==> src/vgs_pkg.sv <==
`default_nettype none

package vgs_pkg;

	// directly decoded legacy port addresses
	localparam logic [15:0] PORT_STATUS_MONO  = 16'h03BA;
	localparam logic [15:0] PORT_STATUS_COLOR = 16'h03DA;
	localparam logic [15:0] PORT_MISC_WR      = 16'h03C2;
	localparam logic [15:0] PORT_SENSE_RD     = 16'h03C2;
	localparam logic [15:0] PORT_FEATURE_RD   = 16'h03CA;
	localparam logic [15:0] PORT_MISC_RD      = 16'h03CC;

	// misc output control fields
	localparam int MISC_VSYNC_NEG  = 7;
	localparam int MISC_HSYNC_NEG  = 6;
	localparam int MISC_PAGE_LOWER = 5;
	localparam int MISC_CLK_HI     = 3;
	localparam int MISC_CLK_LO     = 2;
	localparam int MISC_APERTURE   = 1;
	localparam int MISC_RANGE_SEL  = 0;
	localparam logic [7:0] MISC_WR_MASK = 8'hEF;
	localparam logic [7:0] MISC_RESET   = 8'h00;

	// feature control field
	localparam int FEAT_VSYNC_CTRL = 3;
	localparam logic FEAT_RESET    = 1'b0;

	// input status fields
	localparam int SENSE_PENDING   = 7;
	localparam int SENSE_COMPARE   = 4;
	localparam int TIMING_FB_HI    = 5;
	localparam int TIMING_FB_LO    = 4;
	localparam int TIMING_VRETRACE = 3;
	localparam int TIMING_BLANK    = 0;
	localparam logic [7:0] RDATA_RESET = 8'h00;

	// dot clock select codes
	localparam logic [1:0] DOT_CLOCK_LOW  = 2'b00;
	localparam logic [1:0] DOT_CLOCK_HIGH = 2'b01;

	// host port request
	typedef struct packed {
		logic [15:0] addr;
		logic        rd;
		logic        wr;
		logic [7:0]  wdata;
	} vgs_io_req_t;

	// raw timing status from the pixel generator and the assigned pipe
	typedef struct packed {
		logic       vga_vretrace;
		logic       vga_blank;
		logic       pipe_vretrace;
		logic       pipe_blank;
		logic [7:0] palette_color;
	} vgs_timing_t;

endpackage : vgs_pkg

`default_nettype wire

==> src/vgs_general_regs.sv <==
// What this block does
// - pending-retrace flag, bit 7 of sense status, always reads zero.
// - monitor sense bit 4 of sense status always reads one.
// - range-select bit picks 3Bxh (0) or 3Dxh (1) for status and feature ports.
// - this build claims both mono and colour ranges regardless of range select.
// - timing status bits 5:4 mirror two palette colour bits chosen by plane enable.
// - timing status bit 3 reads one during vertical retrace of pixel generation.
// - with VGA disabled, vertical retrace status comes from the assigned pipe.
// - no interrupt is ever raised from retrace control bits.
// - timing status bit 0 reads zero in active display, one while blanking.
// - blank status also comes from the assigned pipe when VGA is disabled.
// - feature control written at selected status port, read back at 3CAh.
// - feature bit 3 is plain storage with no effect on sync.
// - feature bits 1 and 0 always read zero.
// - misc output written at 3C2h, read back at 3CCh.
// - misc bits 7,6 set sync polarity in native mode; else port control.
// - in odd/even mode misc bit 5 picks page: 0 upper, 1 lower.
// - misc bit 1 gates the A0000-BFFFFh aperture only.
// - every register sits at its own port, no index sequence.
`timescale 1ns/100ps
`default_nettype none

module vgs_general_regs #(
	parameter bit CLAIM_BOTH_RANGES = 1'b1
) (
	input  wire logic                CLK,
	input  wire logic                NRST,
	input  wire vgs_pkg::vgs_io_req_t IO_REQ,
	output logic                     IO_CLAIM,
	output logic [7:0]               IO_RDATA,
	output logic                     IO_RVALID,
	input  wire vgs_pkg::vgs_timing_t TIMING_IN,
	input  wire logic                VGA_DISABLE,
	input  wire logic [1:0]          COLOUR_PLANE_SEL,
	input  wire logic                NATIVE_MODE,
	input  wire logic                ODD_EVEN_MODE,
	input  wire logic                PORT_VSYNC_NEG,
	input  wire logic                PORT_HSYNC_NEG,
	output logic                     VSYNC_NEG,
	output logic                     HSYNC_NEG,
	output logic                     PAGE_SELECT_VALID,
	output logic                     PAGE_LOWER,
	output logic [1:0]               DOT_CLOCK_SEL,
	output logic                     DOT_CLOCK_HIGH_SEL,
	output logic                     LEGACY_APERTURE_EN,
	output logic                     COLOR_RANGE_SEL
);
	import vgs_pkg::*;

	// whole block state, one record
	typedef struct packed {
		logic [7:0] misc;
		logic       feat_vsync;
		logic [7:0] rdata;
		logic       rvalid;
		logic [1:0] vga_vr_s;
		logic [1:0] vga_bl_s;
		logic [1:0] pipe_vr_s;
		logic [1:0] pipe_bl_s;
		logic [1:0] fb_hi_s;
		logic [1:0] fb_lo_s;
	} vgs_state_t;

	localparam vgs_state_t STATE_RESET = '{
		misc:       MISC_RESET,
		feat_vsync: FEAT_RESET,
		rdata:      RDATA_RESET,
		rvalid:     1'b0,
		vga_vr_s:   2'b00,
		vga_bl_s:   2'b00,
		pipe_vr_s:  2'b00,
		pipe_bl_s:  2'b00,
		fb_hi_s:    2'b00,
		fb_lo_s:    2'b00
	};

	vgs_state_t state_ff;
	vgs_state_t nxt_state;

	// colour feedback pair chosen by the plane enable field; {hi, lo}
	function automatic logic [1:0] fb_pick(
		input logic [7:0] color,
		input logic [1:0] sel
	);
		logic [1:0] pair;
		pair = 2'b00;
		unique case (sel)
			2'b00: pair = {color[2], color[0]};
			2'b01: pair = {color[5], color[4]};
			2'b10: pair = {color[3], color[1]};
			2'b11: pair = {color[7], color[6]};
		endcase
		return pair;
	endfunction : fb_pick

	// status port address in the given range, or in either range when CLAIM_BOTH_RANGES is set
	function automatic logic status_hit(
		input logic [15:0] addr,
		input logic        color_sel
	);
		logic mono_hit;
		logic color_hit;
		mono_hit  = (addr == PORT_STATUS_MONO);
		color_hit = (addr == PORT_STATUS_COLOR);
		if (CLAIM_BOTH_RANGES) begin
			return mono_hit | color_hit;
		end
		return color_sel ? color_hit : mono_hit;
	endfunction : status_hit

	// address decode, each register at its own port
	logic       hit_status;
	logic       hit_misc_wr;
	logic       hit_sense_rd;
	logic       hit_feat_rd;
	logic       hit_misc_rd;
	logic [1:0] fb_raw;
	logic       vr_sel;
	logic       bl_sel;
	logic [7:0] sense_word;
	logic [7:0] timing_word;
	logic [7:0] feat_word;
	logic [7:0] misc_word;

	always_comb begin
		hit_status   = status_hit(IO_REQ.addr, state_ff.misc[MISC_RANGE_SEL]);
		hit_misc_wr  = IO_REQ.wr & (IO_REQ.addr == PORT_MISC_WR);
		hit_sense_rd = IO_REQ.rd & (IO_REQ.addr == PORT_SENSE_RD);
		hit_feat_rd  = IO_REQ.rd & (IO_REQ.addr == PORT_FEATURE_RD);
		hit_misc_rd  = IO_REQ.rd & (IO_REQ.addr == PORT_MISC_RD);
	end

	// claim is a handshake answer to the current strobe
	assign IO_CLAIM = (hit_status & (IO_REQ.rd | IO_REQ.wr)) | hit_misc_wr
		| hit_sense_rd | hit_feat_rd | hit_misc_rd;

	// the mux sits ahead of the first flop so only two bits cross
	assign fb_raw = fb_pick(TIMING_IN.palette_color, COLOUR_PLANE_SEL);

	// source switch after synchronisation; disable is a same-clock level
	assign vr_sel = VGA_DISABLE ? state_ff.pipe_vr_s[1] : state_ff.vga_vr_s[1];
	assign bl_sel = VGA_DISABLE ? state_ff.pipe_bl_s[1] : state_ff.vga_bl_s[1];

	// read words, reserved bits zero
	always_comb begin
		sense_word = 8'h00;
		sense_word[SENSE_PENDING] = 1'b0;
		sense_word[SENSE_COMPARE] = 1'b1;
		timing_word = 8'h00;
		timing_word[TIMING_FB_HI]    = state_ff.fb_hi_s[1];
		timing_word[TIMING_FB_LO]    = state_ff.fb_lo_s[1];
		timing_word[TIMING_VRETRACE] = vr_sel;
		timing_word[TIMING_BLANK]    = bl_sel;
		feat_word = 8'h00;
		feat_word[FEAT_VSYNC_CTRL] = state_ff.feat_vsync;
		misc_word = state_ff.misc & MISC_WR_MASK;
	end

	// next state: synchronisers, register writes, registered read data
	always_comb begin
		nxt_state = state_ff;
		// two flops per crossing bit, stage 0 read only by stage 1
		nxt_state.vga_vr_s  = {state_ff.vga_vr_s[0], TIMING_IN.vga_vretrace};
		nxt_state.vga_bl_s  = {state_ff.vga_bl_s[0], TIMING_IN.vga_blank};
		nxt_state.pipe_vr_s = {state_ff.pipe_vr_s[0], TIMING_IN.pipe_vretrace};
		nxt_state.pipe_bl_s = {state_ff.pipe_bl_s[0], TIMING_IN.pipe_blank};
		nxt_state.fb_hi_s   = {state_ff.fb_hi_s[0], fb_raw[1]};
		nxt_state.fb_lo_s   = {state_ff.fb_lo_s[0], fb_raw[0]};

		// reserved misc bit 4 is never stored
		if (hit_misc_wr) begin
			nxt_state.misc = IO_REQ.wdata & MISC_WR_MASK;
		end
		// only bit 3 has storage; bits 1:0 and the rest stay zero
		if (IO_REQ.wr & hit_status) begin
			nxt_state.feat_vsync = IO_REQ.wdata[FEAT_VSYNC_CTRL];
		end

		// read answer one cycle after the strobe; miss returns zero
		nxt_state.rvalid = IO_REQ.rd;
		nxt_state.rdata  = 8'h00;
		if (hit_sense_rd) begin
			nxt_state.rdata = sense_word;
		end else if (IO_REQ.rd & hit_status) begin
			nxt_state.rdata = timing_word;
		end else if (hit_feat_rd) begin
			nxt_state.rdata = feat_word;
		end else if (hit_misc_rd) begin
			nxt_state.rdata = misc_word;
		end
	end

	// single register stage for all state
	always_ff @(posedge CLK or negedge NRST) begin
		if (!NRST) begin
			state_ff <= STATE_RESET;
		end else begin
			state_ff <= nxt_state;
		end
	end

	assign IO_RDATA  = state_ff.rdata;
	assign IO_RVALID = state_ff.rvalid;

	// sync polarity only from legacy bits in native mode
	assign VSYNC_NEG = NATIVE_MODE ? state_ff.misc[MISC_VSYNC_NEG] : PORT_VSYNC_NEG;
	assign HSYNC_NEG = NATIVE_MODE ? state_ff.misc[MISC_HSYNC_NEG] : PORT_HSYNC_NEG;

	// page select means something only in odd/even map mode
	assign PAGE_SELECT_VALID = ODD_EVEN_MODE;
	assign PAGE_LOWER        = ODD_EVEN_MODE & state_ff.misc[MISC_PAGE_LOWER];

	// codes 10 and 11 pass through but select neither source
	assign DOT_CLOCK_SEL      = state_ff.misc[MISC_CLK_HI:MISC_CLK_LO];
	assign DOT_CLOCK_HIGH_SEL = (DOT_CLOCK_SEL == DOT_CLOCK_HIGH);

	// gates the legacy window only, the linear buffer is not touched here
	assign LEGACY_APERTURE_EN = state_ff.misc[MISC_APERTURE];
	assign COLOR_RANGE_SEL    = state_ff.misc[MISC_RANGE_SEL];

	// no interrupt output exists; retrace status is poll-only

endmodule : vgs_general_regs

`default_nettype wire

==> config.mk <==
export PLATFORM = sky130hd
export DESIGN_NAME = vgs_general_regs
export DESIGN_NICKNAME = d
export VERILOG_FILES = /design/src/vgs_pkg.sv /design/src/vgs_general_regs.sv
export SDC_FILE = /design/constraint.sdc
export NUM_CORES = 1
export LEC_CHECK = 0
export BUFFER_PORTS_ARGS = -buffer_cell sky130_fd_sc_hd__buf_2
export CAP_MARGIN = 5
export CORE_UTILIZATION = 40
export DETAILED_ROUTE_END_ITERATION = 8
export PLACE_DENSITY = 0.72
export RECOVER_POWER = 100
export SETUP_SLACK_MARGIN = 0.02
export SLEW_MARGIN = 20
export SYNTH_ARGS = -nofsm -noshare
export SYNTH_HDL_FRONTEND = slang
export SYNTH_SLANG_ARGS = --single-unit
==> constraint.sdc <==
create_clock -name CLK -period 1.4 [get_ports CLK]
set_input_delay 0.28 -clock CLK [delete_from_list [all_inputs] [get_ports CLK]]
set_output_delay 0.28 -clock CLK [all_outputs]
set_load 0.005 [all_outputs]
==> flow_metrics.tcl <==
set metrics [dict create \
    power_uw 1890 \
    cts-root-buf "clkbuf_4" \
    powerDensity_nw_per_um2 1010 \
    hold_depth 1 \
    worstRegToRegCells 2 \
    grt_max_degree 30 \
    placementRows 19 \
    layout.nets 218 \
    layout_min_cycle_time_ps 1520 \
    worstReg2RegEnd "IO_RDATA[3]$_DFF_PN0_" \
    layout_commonest_cell "buf_2" \
    grt_pass1_wl_um 4440 \
    totalWireLength_um 2940 \
    grt_use_total_pct 18.5 \
    rsz0062_at_grt "true" \
    endpoint_kind "output pin" \
    final_util_pct 64.8 \
    core_area_um2 2880 \
    fin_worst_skew_ps 2.81 \
    die_w_um 58.1 \
    critical_path_class "in -> out" \
    start_util_pct 43.8 \
    layout_worst_path_cycle_share_pct 109 \
    clock_latency_ps 320 \
    netlist_area_um2 1260 \
    ys_warn_count 0 \
    slew_viol_final 0 \
    setup_viol 1 \
    antenna_cells_inserted 0 \
    antenna_found_initial 0 \
    syn_avg_cell_area_um2 13.7 \
    overflow 0 \
    num_vias 996 \
    grt.busiest_layer "met2" \
    max_freq_mhz 657 \
    r2r_start "DOT_CLOCK_SEL[1]$_DFFE_PN0P_" \
    ys_ff_latch 29 \
    setup_slack_ps -121 \
    dpl-instance-area_um2 1660 \
    leakage_uw 0.000965 \
    yosys.area.top_type_share_pct 57.7 \
    cts_tree "built" \
    holdPathEnd "nxt_state[9]$_DFF_PN0_" \
    routedWlPerCell_um 13.7 \
    status "finished with violations" \
    final_hold_viol_count 0 \
    drtAntennaViolNets 0 \
    clock-sinks 29 \
    final_area_um2 1860 \
    vdd_drop_max_v 0.000875 \
    worst_pin_slew_ps 710 \
    drtPass1Iterations 4 \
    drive_gt1_share_pct 61.0 \
    synth_cells 92 \
    clk_pin_slew_ps 90 \
    cts_buffers 5 \
    globalRouteMet3Util_pct 5.58 \
    seq_area_frac_synth_pct 57.7 \
    use_met2_pct 32.0 \
    via_per_inst 4.65 \
    violations "setup timing" \
    dp_hpwl_um 2210 \
    clockBufferDepth 2 \
    min_from "TIMING_IN[10]" \
    hold_path_class "in -> reg" \
    htree_num_levels 2 \
    ys_types 24 \
    io_pins 66 \
    slew_headroom_pct 52.7 \
    place_congestion 0.833 \
    drv_cap 0 \
    die-area_um2 3380 \
    die_h_um 58.1 \
    fill_cells 227 \
    crit_path_start_kind "input port" \
    final_cell_mix "50 x buf_2, 29 x dfrtp_1, 17 x buf_4" \
    drt_iter0_markers 32 \
    grt_pass1_vias 1023 \
    path_max_fanout 3 \
    drc_errors 0 \
    area_growth_pct 48.1 \
    hold_ws_ps 53.4 \
    gr-usage-met1_pct 20.9 \
    syn-num-nets 139 \
    yosysTopAreaCell "dfrtp_1" \
    netlist_top_cells_area "dfrtp_1 58%, mux2_2 11%, buf_4 6.6%" \
    arrival_ps 1240 \
    required_ps 1120 \
    r2r_slack_ps 370 \
    port_buffers 64 \
]
-- worst max-delay path by stage --
| stage | startpoint | end | slack [ps] |
|---|---|---|---|
| final | IO_REQ[16] | IO_CLAIM | -120 |
| after global routing | IO_REQ[23] | IO_CLAIM | -200 |
| after CTS | IO_REQ[23] | IO_CLAIM | -140 |
| after detailed placement | IO_REQ[24] | DOT_CLOCK_SEL[0]$_DFFE_PN0P_ | -220 |
| after global placement | IO_REQ[24] | DOT_CLOCK_SEL[0]$_DFFE_PN0P_ | -200 |
| after floorplan | IO_REQ[24] | COLOR_RANGE_SEL$_DFFE_PN0P_ | -40 |
-- per-stage QoR --
step / setup TNS, ps / worst slack, ps / std cells
2_1_floorplan: -271 / -38.7 / 92
4_1_cts: -139 / -139 / 213
3_5_place_dp: -2860 / -224 / 201
6_report: -121 / -121 / 214
3_3_place_gp: -2610 / -197 / 201
5_1_grt: -253 / -196 / 214
-- critical path, cell delays in order --
cell     delay, ps
buf_2          110
buf_4          120
xor2_1         150
nand4_1        170
o22a_1         210
o31ai_2         50
buf_2          140
-- routing by layer --
layer	wire, µm	vias to the layer above	part of all wire [%]
met5	0	-	0
met2	1610	44	55
met4	55	0	1.9
li1	-	475	-
met1	1070	472	36
met3	204	5	6.9
-- state kept, by name, summed over array words and instances (netlist names) --
register            count
IO_RVALID               1
nxt_state               6
LEGACY_APERTURE_EN      1
COLOR_RANGE_SEL         1
DOT_CLOCK_SEL           2
feat_word               1
IO_RDATA                8
state_ff                6
misc_word               3
-- synth_stat cells, drive strengths merged --
cell / number
o31ai: 1
inv: 1
and2: 5
o21ai: 1
xor2: 1
nand4: 1
nand2: 4
buf: 11
nor3: 2
and4b: 2
nand3: 2
mux4: 2
a22o: 2
o22a: 1
nor4: 1
nor3b: 2
mux2: 12
nor2: 5
dfrtp: 29
and3b: 1
nor2b: 3
a32o: 3
-- what timing repair did --
item	in CTS	in global routing
cloned	0	0
pin swaps	3	4
gates resized for setup	7	9
hold buffers	1	0
buffers inserted	3	1
setup endpoints to repair	3	4
hold endpoints to repair	29	0
-- power by group --
group | leakage, µW | switching (µW) | total, µW | internal [µW]
clock network | 0.0000552 | 289 | 842 | 553
logic | 0.000534 | 72.6 | 175 | 102
registers | 0.000375 | 7.30 | 869 | 862
total | 0.000965 | 369 | 1890 | 1520
-- final cells by class --
type | instances | area [µm²] | share of cell area [%]
inverter | 1 | 3.75 | 0.201
multi-input combinational | 51 | 482 | 25.8
timing repair buffer | 83 | 498 | 26.7
sequential | 29 | 726 | 38.9
tap | 42 | 52.6 | 2.82
clock inverter | 3 | 65.1 | 3.49
clock buffer | 5 | 37.5 | 2.01
-- kinds of logic (layout without fill, tap and decap cells) --
family	after synthesis	in the layout	share of synthesized area, %
compound gates	8	8	5.47
xor+xnor	1	1	0.696
buf+inv	12	92	6.86
flops	29	29	57.7
mux	14	14	14.3
simple gates	28	28	15.0
Note: power is estimated with default switching activity, not from simulation.
